`src/common/hbp_pkg.sv`:
```
package hbp_pkg;
  localparam int CNT_W  = 16;
  localparam int NCH    = 3;
  // apb register map (byte addresses)
  localparam logic [7:0] ADDR_CTRL   = 8'h00;
  localparam logic [7:0] ADDR_TOP    = 8'h04;
  localparam logic [7:0] ADDR_STATUS = 8'h08;
  localparam logic [7:0] ADDR_CMP0   = 8'h10;
  localparam logic [7:0] ADDR_CH0    = 8'h20;
  localparam logic [7:0] CH_STRIDE   = 8'h04;
  // channel control fields
  localparam int CH_ENA_BIT = 0;
  localparam int CH_TRI_BIT = 1;
  // ctrl fields
  localparam int CTRL_RUN_BIT = 0;
  // reset values
  localparam logic [15:0] TOP_RST = 16'h03e8;
  localparam logic [15:0] CMP_RST = 16'h01f4;
  localparam logic [15:0] CNT_ONE = 16'h0001;
  localparam logic [15:0] CNT_ZERO = 16'h0000;
  typedef enum logic [1:0] {
    DIR_UP   = 2'b01,
    DIR_DOWN = 2'b10
  } hbp_dir_type;
endpackage

```
`src/hbp_shadow_mem.sv`:
```
// small staging memory for compare words, registered read port
module hbp_shadow_mem
  import hbp_pkg::*;
#(
  parameter int DW = 32,
  parameter int DEPTH = 4,
  parameter int AW = 2
) (
  input  wire logic          REF_CLK,
  input  wire logic          ARST_N,
  input  wire logic          WE,
  input  wire logic [AW-1:0] WADDR,
  input  wire logic [DW-1:0] WDATA,
  input  wire logic [AW-1:0] RADDR,
  output logic      [DW-1:0] RDATA
);
  logic [DW-1:0] mem [DEPTH];

  always_ff @(posedge REF_CLK or negedge ARST_N) begin
    if (!ARST_N) begin
      for (int i = 0; i < DEPTH; i++) begin
        mem[i] <= DW'({CMP_RST, CMP_RST});
      end
      RDATA <= '0;
    end else begin
      if (WE) begin
        mem[WADDR] <= WDATA;
      end
      RDATA <= mem[RADDR];
    end
  end
endmodule // hbp_shadow_mem

```
`src/hbp_two_phase_pwm_unit.sv`:
```
// The register offsets and the APB register port were left to the implementer.
module hbp_two_phase_pwm_unit
  import hbp_pkg::*;
#(
  parameter int NUM_CH = NCH
) (
  input  wire logic              REF_CLK,
  input  wire logic              ARST_N,
  input  wire logic              PSEL,
  input  wire logic              PENABLE,
  input  wire logic              PWRITE,
  input  wire logic [7:0]        PADDR,
  input  wire logic [31:0]       PWDATA,
  output logic      [31:0]       PRDATA,
  output logic                   PREADY,
  output logic                   PSLVERR,
  output logic      [NUM_CH-1:0] LEG_A_HIGH_SWITCH,
  output logic      [NUM_CH-1:0] LEG_A_LOW_SWITCH,
  output logic      [NUM_CH-1:0] LEG_B_HIGH_SWITCH,
  output logic      [NUM_CH-1:0] LEG_B_LOW_SWITCH,
  output logic                   ADC_READ_OK
);
  localparam int AW = 2;

  function automatic logic is_ch_addr(input logic [7:0] a, input logic [7:0] base);
    is_ch_addr = (a >= base) && (a < base + 8'(NUM_CH) * CH_STRIDE) && (a[1:0] == 2'b00);
  endfunction

  function automatic logic [AW-1:0] ch_idx(input logic [7:0] a, input logic [7:0] base);
    logic [7:0] d;
    d = a - base;
    ch_idx = d[AW+1:2];
  endfunction

  // apb decode
  wire        setup_ph  = PSEL && !PENABLE;
  wire        access_ph = PSEL && PENABLE;
  wire        hit_ctrl  = (PADDR == ADDR_CTRL);
  wire        hit_top   = (PADDR == ADDR_TOP);
  wire        hit_stat  = (PADDR == ADDR_STATUS);
  wire        hit_cmp   = is_ch_addr(PADDR, ADDR_CMP0);
  wire        hit_ch    = is_ch_addr(PADDR, ADDR_CH0);
  wire        hit_any   = hit_ctrl | hit_top | hit_stat | hit_cmp | hit_ch;
  wire        wr_en     = access_ph && PWRITE && PREADY && hit_any;

  logic              run;
  logic [15:0]       top_shadow;
  logic [15:0]       top_act;
  logic [15:0]       cnt;
  hbp_dir_type       dir;
  logic [NUM_CH-1:0] ena_shadow;
  logic [NUM_CH-1:0] tri_shadow;
  logic [NUM_CH-1:0] ena_act;
  logic [NUM_CH-1:0] tri_act;
  logic [15:0]       cmpa_act [NUM_CH];
  logic [15:0]       cmpb_act [NUM_CH];
  logic [15:0]       cmpa_stage [NUM_CH];
  logic [15:0]       cmpb_stage [NUM_CH];
  logic [AW-1:0]     scan_idx;
  logic [AW-1:0]     prev_idx;
  logic              scan_valid;
  logic              rd_wait;
  logic [31:0]       mem_rdata;
  logic [31:0]       next_prdata;

  // a compare read takes the memory port from the scan for setup and both access cycles
  wire          bus_cmp_rd  = PSEL && !PWRITE && hit_cmp;
  wire          cmp_rd_take = access_ph && !PWRITE && hit_cmp && !rd_wait;
  wire          rd_capture  = (setup_ph && !PWRITE && !hit_cmp) || cmp_rd_take;
  wire [AW-1:0] next_scan   = (scan_idx == AW'(NUM_CH - 1)) ? '0 : scan_idx + 1'b1;

  // compare reads come through the registered memory port: one wait state
  hbp_shadow_mem #(.DW(32), .DEPTH(1 << AW), .AW(AW)) u_mem (
    .REF_CLK (REF_CLK),
    .ARST_N  (ARST_N),
    .WE      (wr_en && hit_cmp),
    .WADDR   (ch_idx(PADDR, ADDR_CMP0)),
    .WDATA   (PWDATA),
    .RADDR   (bus_cmp_rd ? ch_idx(PADDR, ADDR_CMP0) : scan_idx),
    .RDATA   (mem_rdata)
  );

  assign PREADY  = !cmp_rd_take;
  assign PSLVERR = access_ph && PREADY && !hit_any;

  // triangle counter
  wire at_bottom = (cnt == CNT_ZERO) && (dir == DIR_UP);
  wire at_peak   = (cnt >= top_act) && (dir == DIR_UP);

  always_ff @(posedge REF_CLK or negedge ARST_N) begin
    if (!ARST_N) begin
      cnt <= CNT_ZERO;
      dir <= DIR_UP;
    end else if (!run) begin
      cnt <= CNT_ZERO;
      dir <= DIR_UP;
    end else begin
      case (dir)
        DIR_UP: begin
          if (cnt >= top_act) begin
            dir <= DIR_DOWN;
            cnt <= (cnt > CNT_ZERO) ? cnt - CNT_ONE : CNT_ZERO;
          end else begin
            cnt <= cnt + CNT_ONE;
          end
        end
        DIR_DOWN: begin
          // stops at zero so a tiny peak can never wrap the counter
          if (cnt <= CNT_ONE) begin
            dir <= DIR_UP;
            cnt <= CNT_ZERO;
          end else begin
            cnt <= cnt - CNT_ONE;
          end
        end
        default: dir <= DIR_UP;
      endcase
    end
  end

  // the scan keeps a staged copy of every compare word so that all channels
  // move in one edge at bottom; a word written late in a period waits a period
  always_ff @(posedge REF_CLK or negedge ARST_N) begin
    if (!ARST_N) begin
      scan_idx   <= '0;
      prev_idx   <= '0;
      scan_valid <= 1'b0;
    end else begin
      scan_valid <= !bus_cmp_rd;
      prev_idx   <= scan_idx;
      if (!bus_cmp_rd) begin
        scan_idx <= next_scan;
      end
    end
  end

  // memory data lags its address by one cycle
  always_ff @(posedge REF_CLK or negedge ARST_N) begin
    if (!ARST_N) begin
      for (int i = 0; i < NUM_CH; i++) begin
        cmpa_stage[i] <= CMP_RST;
        cmpb_stage[i] <= CMP_RST;
      end
    end else if (scan_valid) begin
      cmpa_stage[prev_idx] <= mem_rdata[15:0];
      cmpb_stage[prev_idx] <= mem_rdata[31:16];
    end
  end

  // bottom transfer, or straight through while stopped
  always_ff @(posedge REF_CLK or negedge ARST_N) begin
    if (!ARST_N) begin
      top_act <= TOP_RST;
      ena_act <= '0;
      tri_act <= '0;
      for (int i = 0; i < NUM_CH; i++) begin
        cmpa_act[i] <= CMP_RST;
        cmpb_act[i] <= CMP_RST;
      end
    end else if (at_bottom || !run) begin
      top_act <= top_shadow;
      ena_act <= ena_shadow;
      tri_act <= tri_shadow;
      for (int i = 0; i < NUM_CH; i++) begin
        cmpa_act[i] <= cmpa_stage[i];
        cmpb_act[i] <= cmpb_stage[i];
      end
    end
  end

  // registers written by software
  always_ff @(posedge REF_CLK or negedge ARST_N) begin
    if (!ARST_N) begin
      run        <= 1'b0;
      top_shadow <= TOP_RST;
      ena_shadow <= '0;
      tri_shadow <= '0;
    end else if (wr_en) begin
      if (hit_ctrl) begin
        run <= PWDATA[CTRL_RUN_BIT];
      end
      if (hit_top) begin
        top_shadow <= PWDATA[15:0];
      end
      if (hit_ch) begin
        ena_shadow[ch_idx(PADDR, ADDR_CH0)] <= PWDATA[CH_ENA_BIT];
        tri_shadow[ch_idx(PADDR, ADDR_CH0)] <= PWDATA[CH_TRI_BIT];
      end
    end
  end

  // read path
  always_comb begin
    next_prdata = '0;
    if (hit_ctrl) next_prdata = {31'h0, run};
    else if (hit_top) next_prdata = {16'h0, top_shadow};
    else if (hit_stat) next_prdata = {dir == DIR_DOWN, 15'h0, cnt};
    else if (hit_ch) next_prdata = {30'h0, tri_shadow[ch_idx(PADDR, ADDR_CH0)],
                                    ena_shadow[ch_idx(PADDR, ADDR_CH0)]};
    else if (hit_cmp) next_prdata = mem_rdata;
  end

  always_ff @(posedge REF_CLK or negedge ARST_N) begin
    if (!ARST_N) begin
      rd_wait <= 1'b0;
      PRDATA  <= '0;
    end else begin
      rd_wait <= cmp_rd_take;
      // data stands before pready so the master takes it at the handshake edge
      if (rd_capture) begin
        PRDATA <= next_prdata;
      end
    end
  end

  // phase compare and switch decode, registered
  logic [NUM_CH-1:0] ph_a;
  logic [NUM_CH-1:0] ph_b;
  logic [NUM_CH-1:0] drive;
  always_comb begin
    for (int i = 0; i < NUM_CH; i++) begin
      ph_a[i]  = cnt < cmpa_act[i];
      ph_b[i]  = cnt < cmpb_act[i];
      drive[i] = run && ena_act[i] && !tri_act[i];
    end
  end

  always_ff @(posedge REF_CLK or negedge ARST_N) begin
    if (!ARST_N) begin
      LEG_A_HIGH_SWITCH <= '0;
      LEG_A_LOW_SWITCH  <= '0;
      LEG_B_HIGH_SWITCH <= '0;
      LEG_B_LOW_SWITCH  <= '0;
      ADC_READ_OK       <= 1'b0;
    end else begin
      LEG_A_HIGH_SWITCH <= drive & ph_a;
      LEG_A_LOW_SWITCH  <= drive & ~ph_a;
      LEG_B_HIGH_SWITCH <= drive & ph_b;
      LEG_B_LOW_SWITCH  <= drive & ~ph_b;
      ADC_READ_OK       <= run && at_peak;
    end
  end

  // a shoot-through would short the supply, so guard every leg
  property p_no_short;
    @(posedge REF_CLK) disable iff (!ARST_N)
      ((LEG_A_HIGH_SWITCH & LEG_A_LOW_SWITCH) == '0) &&
      ((LEG_B_HIGH_SWITCH & LEG_B_LOW_SWITCH) == '0);
  endproperty
  a_no_short: assert property (p_no_short) else $error("leg short");

  property p_open_when_off;
    @(posedge REF_CLK) disable iff (!ARST_N)
      (drive == '0) |=> ((LEG_A_HIGH_SWITCH | LEG_A_LOW_SWITCH |
                          LEG_B_HIGH_SWITCH | LEG_B_LOW_SWITCH) == '0);
  endproperty
  a_open_when_off: assert property (p_open_when_off) else $error("switch closed off");

  property p_adc_at_peak;
    @(posedge REF_CLK) disable iff (!ARST_N)
      ADC_READ_OK |-> $past(cnt) >= $past(top_act) && $past(run);
  endproperty
  a_adc_at_peak: assert property (p_adc_at_peak) else $error("adc permit off peak");

  property p_top_hold;
    @(posedge REF_CLK) disable iff (!ARST_N)
      !$past(at_bottom) && $past(run) && run |-> $stable(top_act);
  endproperty
  a_top_hold: assert property (p_top_hold) else $error("top changed off bottom");

  property p_turn;
    @(posedge REF_CLK) disable iff (!ARST_N)
      run && dir == DIR_UP && cnt >= top_act ##1 run |-> dir == DIR_DOWN;
  endproperty
  a_turn: assert property (p_turn) else $error("no turn at top");

  property p_phase_a;
    @(posedge REF_CLK) disable iff (!ARST_N)
      drive[0] |=> LEG_A_HIGH_SWITCH[0] == ($past(cnt) < $past(cmpa_act[0]));
  endproperty
  a_phase_a: assert property (p_phase_a) else $error("phase a wrong");

  property p_phase_b;
    @(posedge REF_CLK) disable iff (!ARST_N)
      drive[0] |=> LEG_B_LOW_SWITCH[0] == ($past(cnt) >= $past(cmpb_act[0]));
  endproperty
  a_phase_b: assert property (p_phase_b) else $error("phase b wrong");

  property p_ena_load;
    @(posedge REF_CLK) disable iff (!ARST_N)
      at_bottom && run |=> ena_act == $past(ena_shadow);
  endproperty
  a_ena_load: assert property (p_ena_load) else $error("enable not loaded");
endmodule // hbp_two_phase_pwm_unit

```
`config.mk`:
```
export PLATFORM = sky130hd
export DESIGN_NAME = hbp_two_phase_pwm_unit
export DESIGN_NICKNAME = d
export VERILOG_FILES = /design/src/common/hbp_pkg.sv /design/src/hbp_shadow_mem.sv /design/src/hbp_two_phase_pwm_unit.sv
export SDC_FILE = /design/constraint.sdc
export NUM_CORES = 1
export LEC_CHECK = 0
export BUFFER_PORTS_ARGS = -buffer_cell sky130_fd_sc_hd__buf_2
export CORE_MARGIN = 2
export CORE_UTILIZATION = 55
export DETAILED_ROUTE_END_ITERATION = 6
export GPL_TIMING_DRIVEN = 0
export PLACE_DENSITY = 0.76
export SETUP_SLACK_MARGIN = 0.2
export SKIP_CTS_REPAIR_TIMING = 1
export SLEW_MARGIN = 20
export SYNTH_ARGS = -nofsm -noshare
export SYNTH_HDL_FRONTEND = slang
export SYNTH_SLANG_ARGS = --single-unit
```
`constraint.sdc`:
```
create_clock -name REF_CLK -period 3.2 [get_ports REF_CLK]
set_input_delay 0 -clock REF_CLK [delete_from_list [all_inputs] [get_ports REF_CLK]]
set_output_delay 0 -clock REF_CLK [all_outputs]
set_load 0.005 [all_outputs]
```
; ---- Word-level counts from Yosys, hierarchy flattened
; Cells that the tools add are included.
[op_classes]
n_bitwise = 13
n_eq_ne = 8
div = 0
order_cmp = 20
mux = 34
n_reduce_logical = 51
shift = 0
mul = 0
n_addsub = 5
[ops]
columns = operator, n
row1 = 32-bit two-way mux, 8
row2 = 128-bit bitwise mux, 1
row3 = 48-bit bitwise mux, 2
row4 = 16-bit < comparator, 6
row5 = 16-bit two-way mux, 5
row6 = 32-bit binary-select mux with 2-bit select, 1
row7 = 32-bit demux with 2-bit select, 1
row8 = 16-bit demux with 2-bit select, 1
row9 = 16-bit one-hot mux with 2 select lines, 1
row10 = 1-bit logical AND, 31
row11 = "16-bit by 1-bit adder with 16-bit output, second input constant", 1
row12 = 16-bit >= comparator, 1
row13 = "16-bit by 1-bit greater-than comparator with 1-bit output, second input constant", 1
row14 = "16-bit by 1-bit less-or-equal comparator with 1-bit output, second input constant", 1
row15 = 16-bit logical NOT, 1
row16 = "16-bit by 1-bit subtractor with 16-bit output, second input constant", 1
row17 = 3-bit AND, 4
row18 = 1-bit logical NOT, 11
row19 = 2-bit two-way mux, 5
row20 = "3-bit >= comparator, second input constant", 3
row21 = 2-bit inverter with 3-bit output, 3
row22 = "8-bit by 3-bit equality test with 1-bit output, second input constant", 1
row23 = "8-bit by 4-bit equality test with 1-bit output, second input constant", 1
row24 = "8-bit by 5-bit >= comparator with 1-bit output, second input constant", 1
row25 = other kinds (24), 39
[word_totals]
mem_count = 0
ramBits = 0
wordCells = 167
out_inout_bits = 47
rom_bits = 0
ff_bits = 466
latchBits = 0
in_bits = 45

; ---- Longest topological paths before layout
; Gate-level depths: netlist (run 1).
[logic_depth]
word_depth = 9
mapped_depth = 10
ltp_nobuf = 9

; ---- By module
; From an unflattened synthesis (run 1), not the netlist that was laid out.
[hier_totals]
cells_unflattened = 1618
area_unflattened_um2 = 21618.2
[modules_own_cells]
columns = mod, cells_each, instances, seq_area_each_um2, area_each_um2
row1 = hbp_two_phase_pwm_unit, 1275, 1, 7763.7, 15260.9
row2 = hbp_shadow_mem, 343, 1, 4063.9, 6357.3

; ---- Least setup slack after synthesis (run 1)
; No wires, ideal clock.
[synth_timing]
path_kind = register to register
start = reg cnt[6]
end = reg cmpa_act[0] (netlist bit)
t_required_ns = 3.075
path_slack_ns = 0.609
arrival_time_ns = 2.466
path_stages_with_launch = 9
path_buffers = 2
setup_time_ns = 0.125
period_less_slack_ns = 2.591
path_cell_list = dfrtp_1 > buf_2 > or3_1 > or3_1 > nor4b_4 > nand2_1 > o21ai_4 > buf_4 > mux2_2
[synth_via]
elab_chain_len = 3
[synth_lines]
columns = item, line_no
row1 = start: declaration, hbp_two_phase_pwm_unit.sv:49  ; logic [15:0] cnt;
row2 = start signal: assignment, hbp_two_phase_pwm_unit.sv:102  ; cnt <= (cnt > CNT_ZERO) ? cnt - CNT_ONE : CNT_ZERO;
row3 = start signal: assignment, hbp_two_phase_pwm_unit.sv:104  ; cnt <= cnt + CNT_ONE;
row4 = start signal: assignment, hbp_two_phase_pwm_unit.sv:113  ; cnt <= cnt - CNT_ONE;
row5 = 16-bit logical NOT, hbp_two_phase_pwm_unit.sv:87  ; wire at_bottom = (cnt == CNT_ZERO) && (dir == DIR_UP);
row6 = 1-bit logical AND, hbp_two_phase_pwm_unit.sv:87
row7 = 1-bit logical OR, hbp_two_phase_pwm_unit.sv:160  ; end else if (at_bottom || !run) begin
row8 = end signal: indexed assignment, hbp_two_phase_pwm_unit.sv:165  ; cmpa_act[i] <= cmpa_stage[i];
row9 = end: declaration, hbp_two_phase_pwm_unit.sv:55  ; logic [15:0] cmpa_act [NUM_CH];
; Every way passes these cells.
; A chain may end at the register's enable or synchronous reset.

; ---- Worst setup path after layout (run 1)
[layout_timing]
start = reg cnt[6]
end = reg cmpb_act[16] (netlist bit)
[layout_via]
elab_chain_len = 3
[layout_lines]
columns = item, line_no
row1 = 16-bit logical NOT, hbp_two_phase_pwm_unit.sv:87
row2 = 1-bit logical AND, hbp_two_phase_pwm_unit.sv:87
row3 = 1-bit logical OR, hbp_two_phase_pwm_unit.sv:160
row4 = end signal: indexed assignment, hbp_two_phase_pwm_unit.sv:166  ; cmpb_act[i] <= cmpb_stage[i];
row5 = end: declaration, hbp_two_phase_pwm_unit.sv:56  ; logic [15:0] cmpb_act [NUM_CH];
; Every way passes these cells.

==> impl_metrics.tcl, run 1 <==
set metrics [dict create \
    critical_path.max_fanout 10 \
    design.portCount 92 \
    number_of_nets_produced_by_synthesis 1879 \
    area_growth_pct 16.3 \
    ant_nets 0 \
    final_layout_size_suffix_gt1_share_pct 33.9 \
    period_needed_ns 2.96 \
    clock_tree_from_tritoncts "done" \
    worst_clock_skew_ns 0.0113 \
    dominantRegCellSynth "dfrtp_1" \
    core-area_um2 37700 \
    number_of_remaining_drc_errors 2 \
    gp_congestion 0.923 \
    worst_pin_slew_ns 1.08 \
    layout_worst_path_cycle_share_pct 92.5 \
    pre_cts_ws_ns -0.146 \
    synth.top_cell.area_share_pct 39.6 \
    unrepaired_setup_endpoints_after_global_routing "yes" \
    worst_ep_arrival_time_ns 3.40 \
    criticalPathCategory "reg -> reg" \
    number_of_antenna_violations_at_the_first_check_in_global_routing 1 \
    initial_util_pct 55.8 \
    die_width_um 200 \
    netlist_instances 1724 \
    clock_insertion_delay_at_the_later_pin_of_the_skew_report_ns 0.56 \
    clock_tree.htree_level_count 2 \
    pin_count_of_the_biggest_net_entering_global_routing 106 \
    num-nets-final 2075 \
    synth_top_cell_by_area "dfrtp_1" \
    die_outline_height_um 200 \
    num_antenna_cells 0 \
    path_delay_family "simple AND/OR/NAND/NOR gates" \
    status "finished, violations left" \
    report.final.setup_viol 0 \
    timing.hold.worst.class "in -> async" \
    timing.critical_path.buf_inv 3 \
    max_freq_ghz 0.338 \
    fin_hold_ws_ns -0.0121 \
    root_buffer "clkbuf_16" \
    count_of_tritonroute_iterations_in_the_first_routing_pass 7 \
    synth.cell_area_um2 21000 \
    count_of_input_and_output_buffers 91 \
    critical_path.cell_chain "buf_4, or3_1, or3_4, nor4b_4, nand2_2, o21ai_4, buf_12, buf_8, mux2_2" \
    cts-buffers-inserted 47 \
    yosys_register_bits 466 \
    failing_checks "design-rule violations, negative hold slack" \
    grt_overflow 0 \
    syn_area_per_cell_um2 12.2 \
    crit_path_top_delay_cell "dfrtp_2" \
    core.rowCount 71 \
    synth-async-reset-ratio_pct 100 \
    first_global_vias 14400 \
    post-route-util_pct 64.9 \
    post_synth_edffs 0 \
    final_max_slew_viol_count 0 \
    cts_max_path_buffers 3 \
    setup_ws_ns 0.239 \
    launching_element_type_of_the_critical_path "register" \
    detailroute.via_count 14100 \
    die_area_um2 39800 \
    cts.clk_slew.worst_paths_ns 0.06 \
    yosys.cell_types.count 51 \
    timing.max_slew.rel_slack_pct 27.6 \
    layout.cells.most_common_list "dfrtp_1 (319), mux2_2 (222), nand2_1 (191)" \
    detailedRoute.firstIterationViolations 1077 \
    required_time_reported_for_the_critical_path_endpoint_ns 3.64 \
    track_usage_pct 26.0 \
    yosysWarningCount 0 \
    synth.yosys.seq_area_share_pct 56.3 \
    power_leakage_nw 11.5 \
    mostFrequentLayoutCell "dfrtp_1" \
    dp_hpwl_um 34600 \
    maxCapViolations 0 \
    first_pass_grt_wire_length_um 79400 \
    vias_per_cell 5.73 \
    cts_sinks 466 \
    wire_per_inst_um 20.7 \
    finalPower_mw 17.3 \
    crit_path_max_incr_delay_ns 0.48 \
    drt_wl_total_um 51000 \
    cellPowerDensity_nw_per_um2 708 \
    vdd.ir_drop.worst_mv 0.512 \
    final-hold-violation-count 3 \
    synthTopCellsByArea "dfrtp_1 (40%), dfstp_2 (17%), mux2_2 (12%), ha_1 (6.5%), mux4_2 (3.4%)" \
    cp-end-kind "register" \
]
layout make-up:
type	count	area (um2)
inverters	120	450
repair buffers	147	1100
flip-flops and latches	466	11900
clock buffers	66	1380
fillers	2794	13200
well taps	511	639
multi-input cells	1033	8250
clock inverters	22	238
plain buffers	105	549
worst register-to-register path, cell delays in order (launching register included):
cell and delay [ns]:
dfrtp_2 0.48, buf_4 0.22, or3_1 0.40, or3_4 0.38, nor4b_4 0.40, nand2_2 0.14, o21ai_4 0.19, buf_12 0.15
buf_8 0.15, mux2_2 0.35
final timing paths:
| check | startpoint | endpoint | slack (ns) | depth (start not counted) |
|---|---|---|---|---|
| max | cnt[6]$_DFFE_PN0P_ | cmpb_act[16]$_DFFE_PN0P_ | 0.24 | 9 |
| min | ARST_N | u_mem.RDATA[5]$_DFF_PN0_ | -0.01 | 2 |
| max reg2reg | cnt[6]$_DFFE_PN0P_ | cmpb_act[16]$_DFFE_PN0P_ | 0.24 | 9 |
| min reg2reg | scan_idx[1]$_DFFE_PN0N_ | prev_idx[1]$_DFF_PN0_ | 0.43 | 0 |
| max in group asynchronous | ARST_N | cnt[11]$_DFFE_PN0P_ | 1.80 | 4 |
| min in group REF_CLK | PWRITE | scan_valid$_DFF_PN0_ | 0.02 | 5 |
sequential cells by signal, summed over array words and instances, names as in the netlist, 2 cells and up:
register,cells
u_mem.mem,128
cmpa_act,48
cmpa_stage,48
cmpb_act,48
cmpb_stage,48
PRDATA,32
u_mem.RDATA,32
cnt,16
top_act,16
top_shadow,16
LEG_A_HIGH_SWITCH,3
LEG_A_LOW_SWITCH,3
LEG_B_HIGH_SWITCH,3
LEG_B_LOW_SWITCH,3
ena_act,3
ena_shadow,3
tri_act,3
tri_shadow,3
dir,2
prev_idx,2
scan_idx,2
where the power goes:
part	switching (mW)	internal, mW	leakage [nW]
combinational	2.73	2.13	4.73
sequential	0.599	6.17	5.96
clock	2.35	3.34	0.791
layer usage:
layer / global-route usage, % / up-vias / part of all wire, %
met4: 8.23 / 0 / 2.9
li1: - / 6358 / -
met3: 4.62 / 102 / 6.0
met1: 36.6 / 7270 / 44
met2: 41.5 / 415 / 47
met5: 0 / - / 0
kinds of logic (layout without fill, tap and decap cells):
family,after synthesis,count (layout),synth area share (%)
muxes,281,281,16.7
and+or+nand+nor,324,324,7.12
buffers and inverters,225,460,4.58
adders and majority gates,110,110,6.55
DFF,466,466,56.3
AOI/OAI and AO/OA,317,317,8.77
xor gates and xnor gates,1,1,0.0417
per-stage QoR:
stage	std cells	cell area, um2	TNS, ns
final	2470	24500	0
after detailed placement	2330	22200	-1.09
after CTS	2418	23900	-1.63
after floorplan	1724	21000	0
after global placement	2326	22100	-2713.08
after global routing	2470	24500	0
Yosys cell counts, types with 2 or more instances:
cell type,instances
nor2_1,30
dfstp_2,133
and2_1,2
buf_4,20
o211ai_1,9
inv_1,120
a31o_2,8
o21ba_1,2
a21oi_1,64
or2_2,10
and3_1,11
buf_2,22
mux2i_1,15
mux2_2,222
buf_6,2
a211oi_1,7
a21o_1,30
mux4_2,32
nand3_1,7
nand2b_1,17
o21ai_1,103
nor3_1,7
nand3b_1,2
and4_1,3
clkbuf_1,59
o21ai_0,61
a22o_1,16
mux2_1,11
ha_1,110
nand4_1,13
nor2b_1,14
dfrtp_1,333
buf_1,2
nor3_2,2
a31oi_1,10
or3_1,9
nand2_1,192
No activity file was read; power rests on OpenSTA's default activity.
==> run 2, diff against run 1 <==
Settings changed: GPL_TIMING_DRIVEN 0 to not set.
==> run 2 against run 1 <==
Effect of this change: the run now ends clean; non-clock buffer count fell by 72; setup slack improved by 0.11 ns; final area fell by 1.1%; highest routed layer unchanged; power fell by 0.22%; clock power rose by 2%; via count fell by 3.7%; utilization fell by 0.73 points; hold slack improved by 0.052 ns; largest power group unchanged; sequential cell count did not move; critical endpoint is now cmpb_act[34]$_DFFE_PN1P_.
==> impl_metrics.tcl, run 2 (synthesis results as in run 1) <==
set metrics [dict create \
    worst_clock_skew_ns 0.0192 \
    crit_path_max_incr_delay_ns 0.45 \
    largest_reg_flops 128 \
    wire_per_inst_um 19.7 \
    core.rowCount 71 \
    count_of_input_and_output_buffers 91 \
    max_freq_ghz 0.351 \
    cts_max_path_buffers 3 \
    critical_path.max_fanout 56 \
    core-area_um2 37700 \
    cts_sinks 466 \
    timing.critical_path.buf_inv 2 \
    finalPower_mw 17.3 \
    layout_worst_path_cycle_share_pct 89.1 \
    period_needed_ns 2.85 \
    track_usage_pct 24.5 \
    clock_tree_from_tritoncts "done" \
    unrepaired_setup_endpoints_after_global_routing "no" \
    regMostFlops "u_mem.mem" \
    clock_tree.htree_level_count 2 \
    final_max_slew_viol_count 0 \
    mostFrequentLayoutCell "dfrtp_1" \
    detailroute.via_count 13600 \
    number_of_remaining_drc_errors 0 \
    ff2ff_path_depth 9 \
    area_growth_pct 15.0 \
    num-nets-final 2001 \
    cellPowerDensity_nw_per_um2 715 \
    status "completed" \
    crit_start "cnt[10]$_DFFE_PN0P_" \
    pin_count_of_the_biggest_net_entering_global_routing 106 \
    root_buffer "clkbuf_16" \
    multi_input_comb_area_um2 8270 \
    initial_util_pct 55.8 \
    count_of_tritonroute_iterations_in_the_first_routing_pass 6 \
    launching_element_type_of_the_critical_path "register" \
    dp_hpwl_um 31800 \
    area.sequential_um2 11800 \
    power_leakage_nw 11.4 \
    crit_path_top_delay_cell "or4_4" \
    r2r_start "cnt[10]$_DFFE_PN0P_" \
    report.final.setup_viol 0 \
    detailedRoute.firstIterationViolations 941 \
    gp_congestion 0.865 \
    setup_tns_ns 0 \
    die_area_um2 39800 \
    vdd.ir_drop.worst_mv 0.557 \
    nFillCells 2771 \
    cts.clk_slew.worst_paths_ns 0.06 \
    worst_setup_path_endpoint "cmpb_act[34]$_DFFE_PN1P_" \
    num_antenna_cells 0 \
    first_pass_grt_wire_length_um 75900 \
    clock_insertion_delay_at_the_later_pin_of_the_skew_report_ns 0.56 \
    worst_ep_arrival_time_ns 3.32 \
    critical_path.cell_chain "or3_1, or4_4, nor4b_4, nand2_1, o21ai_4, buf_12, buf_4, nand2_1, o21ai_0" \
    design.portCount 92 \
    drt_wl_total_um 47200 \
    timing.hold.worst.class "in -> reg" \
    ant_nets 0 \
    reg2reg_setup_slack_ns 0.35 \
    worst_pin_slew_ns 1.04 \
    timing.max_slew.rel_slack_pct 30.4 \
    die_outline_height_um 200 \
    cp-end-kind "register" \
    vias_per_cell 5.69 \
    cts-buffers-inserted 45 \
    final_layout_size_suffix_gt1_share_pct 33.6 \
    die_width_um 200 \
    first_global_vias 14200 \
    crit_path_frequent_cell "nand2_1" \
    path_delay_family "simple AND/OR/NAND/NOR gates" \
    cp.depth 9 \
    criticalPathCategory "reg -> reg" \
    required_time_reported_for_the_critical_path_endpoint_ns 3.67 \
    final-hold-violation-count 0 \
    maxCapViolations 0 \
    layout.cells.most_common_list "dfrtp_1 (333), mux2_2 (222), nand2_1 (191)" \
    number_of_antenna_violations_at_the_first_check_in_global_routing 1 \
    regToRegEndpoint "cmpb_act[34]$_DFFE_PN1P_" \
    grt_overflow 0 \
]
## run 2: cell count changes in the layout (fill, tap and decap cells not counted), sizes merged
cell / change
clkbuf: -60
clkinvlp: -5
bufinv: +3
clkinv: -6
buf: -9
dlygate4sd3: +1
## run 2: how the worst min path moves through the flow
stage	slack (ns)	end	cells after the start	from
4_1_cts	-0.50	u_mem.mem[67]$_DFFE_PN0P_	1	ARST_N
2_1_floorplan	-0.30	ADC_READ_OK$_DFF_PN0_	0	ARST_N
3_3_place_gp	0.1	u_mem.mem[99]$_DFFE_PN0P_	1	ARST_N
5_1_grt	0.03	run$_DFFE_PN0P_	3	PADDR[2]
3_5_place_dp	0.09	u_mem.mem[99]$_DFFE_PN0P_	1	ARST_N
6_report	0.04	run$_DFFE_PN0P_	3	PADDR[2]
## run 2: area by class of cell
| class | count | share of cell area [%] |
|---|---|---|
| well taps | 511 | 2.64 |
| multi-input cells | 1033 | 34.2 |
| flip-flops and latches | 466 | 48.9 |
| clock inverters | 14 | 1.12 |
| inverters | 120 | 1.86 |
| clock buffers | 70 | 5.67 |
| repair buffers | 180 | 5.57 |
## run 2: per-stage QoR
stage | instance area, um2 | instances | hold slack, ns | utilization, % | worst slack, ns
floorplan | 21000 | 1724 | -0.296 | - | 0.609
detailed placement | 22200 | 2272 | 0.0896 | 58.8 | 0.435
CTS | 23800 | 2356 | -0.498 | 63.2 | 0.372
global placement | 22200 | 2272 | 0.0992 | 58.8 | 0.527
global route | 24200 | 2394 | 0.0296 | 64.2 | 0.231
finish | 24200 | 2394 | 0.0396 | 64.2 | 0.348
## run 2: power by group
part | switching (mW) | internal, mW
clock network | 2.25 | 3.53
registers | 0.241 | 6.16
logic | 2.95 | 2.16
## run 2: routing by layer
layer / routed length (um) / global-route usage [%]
met4: 1270 / 8.12
met3: 2600 / 4.61
met1: 20800 / 33.8
met5: 0 / 0
met2: 22500 / 39.5
## run 2: tightest hold or removal path, cell delays in order
cell and delay (ns):
buf_2 0.30, nor4_1 0.12, o21ai_0 0.13
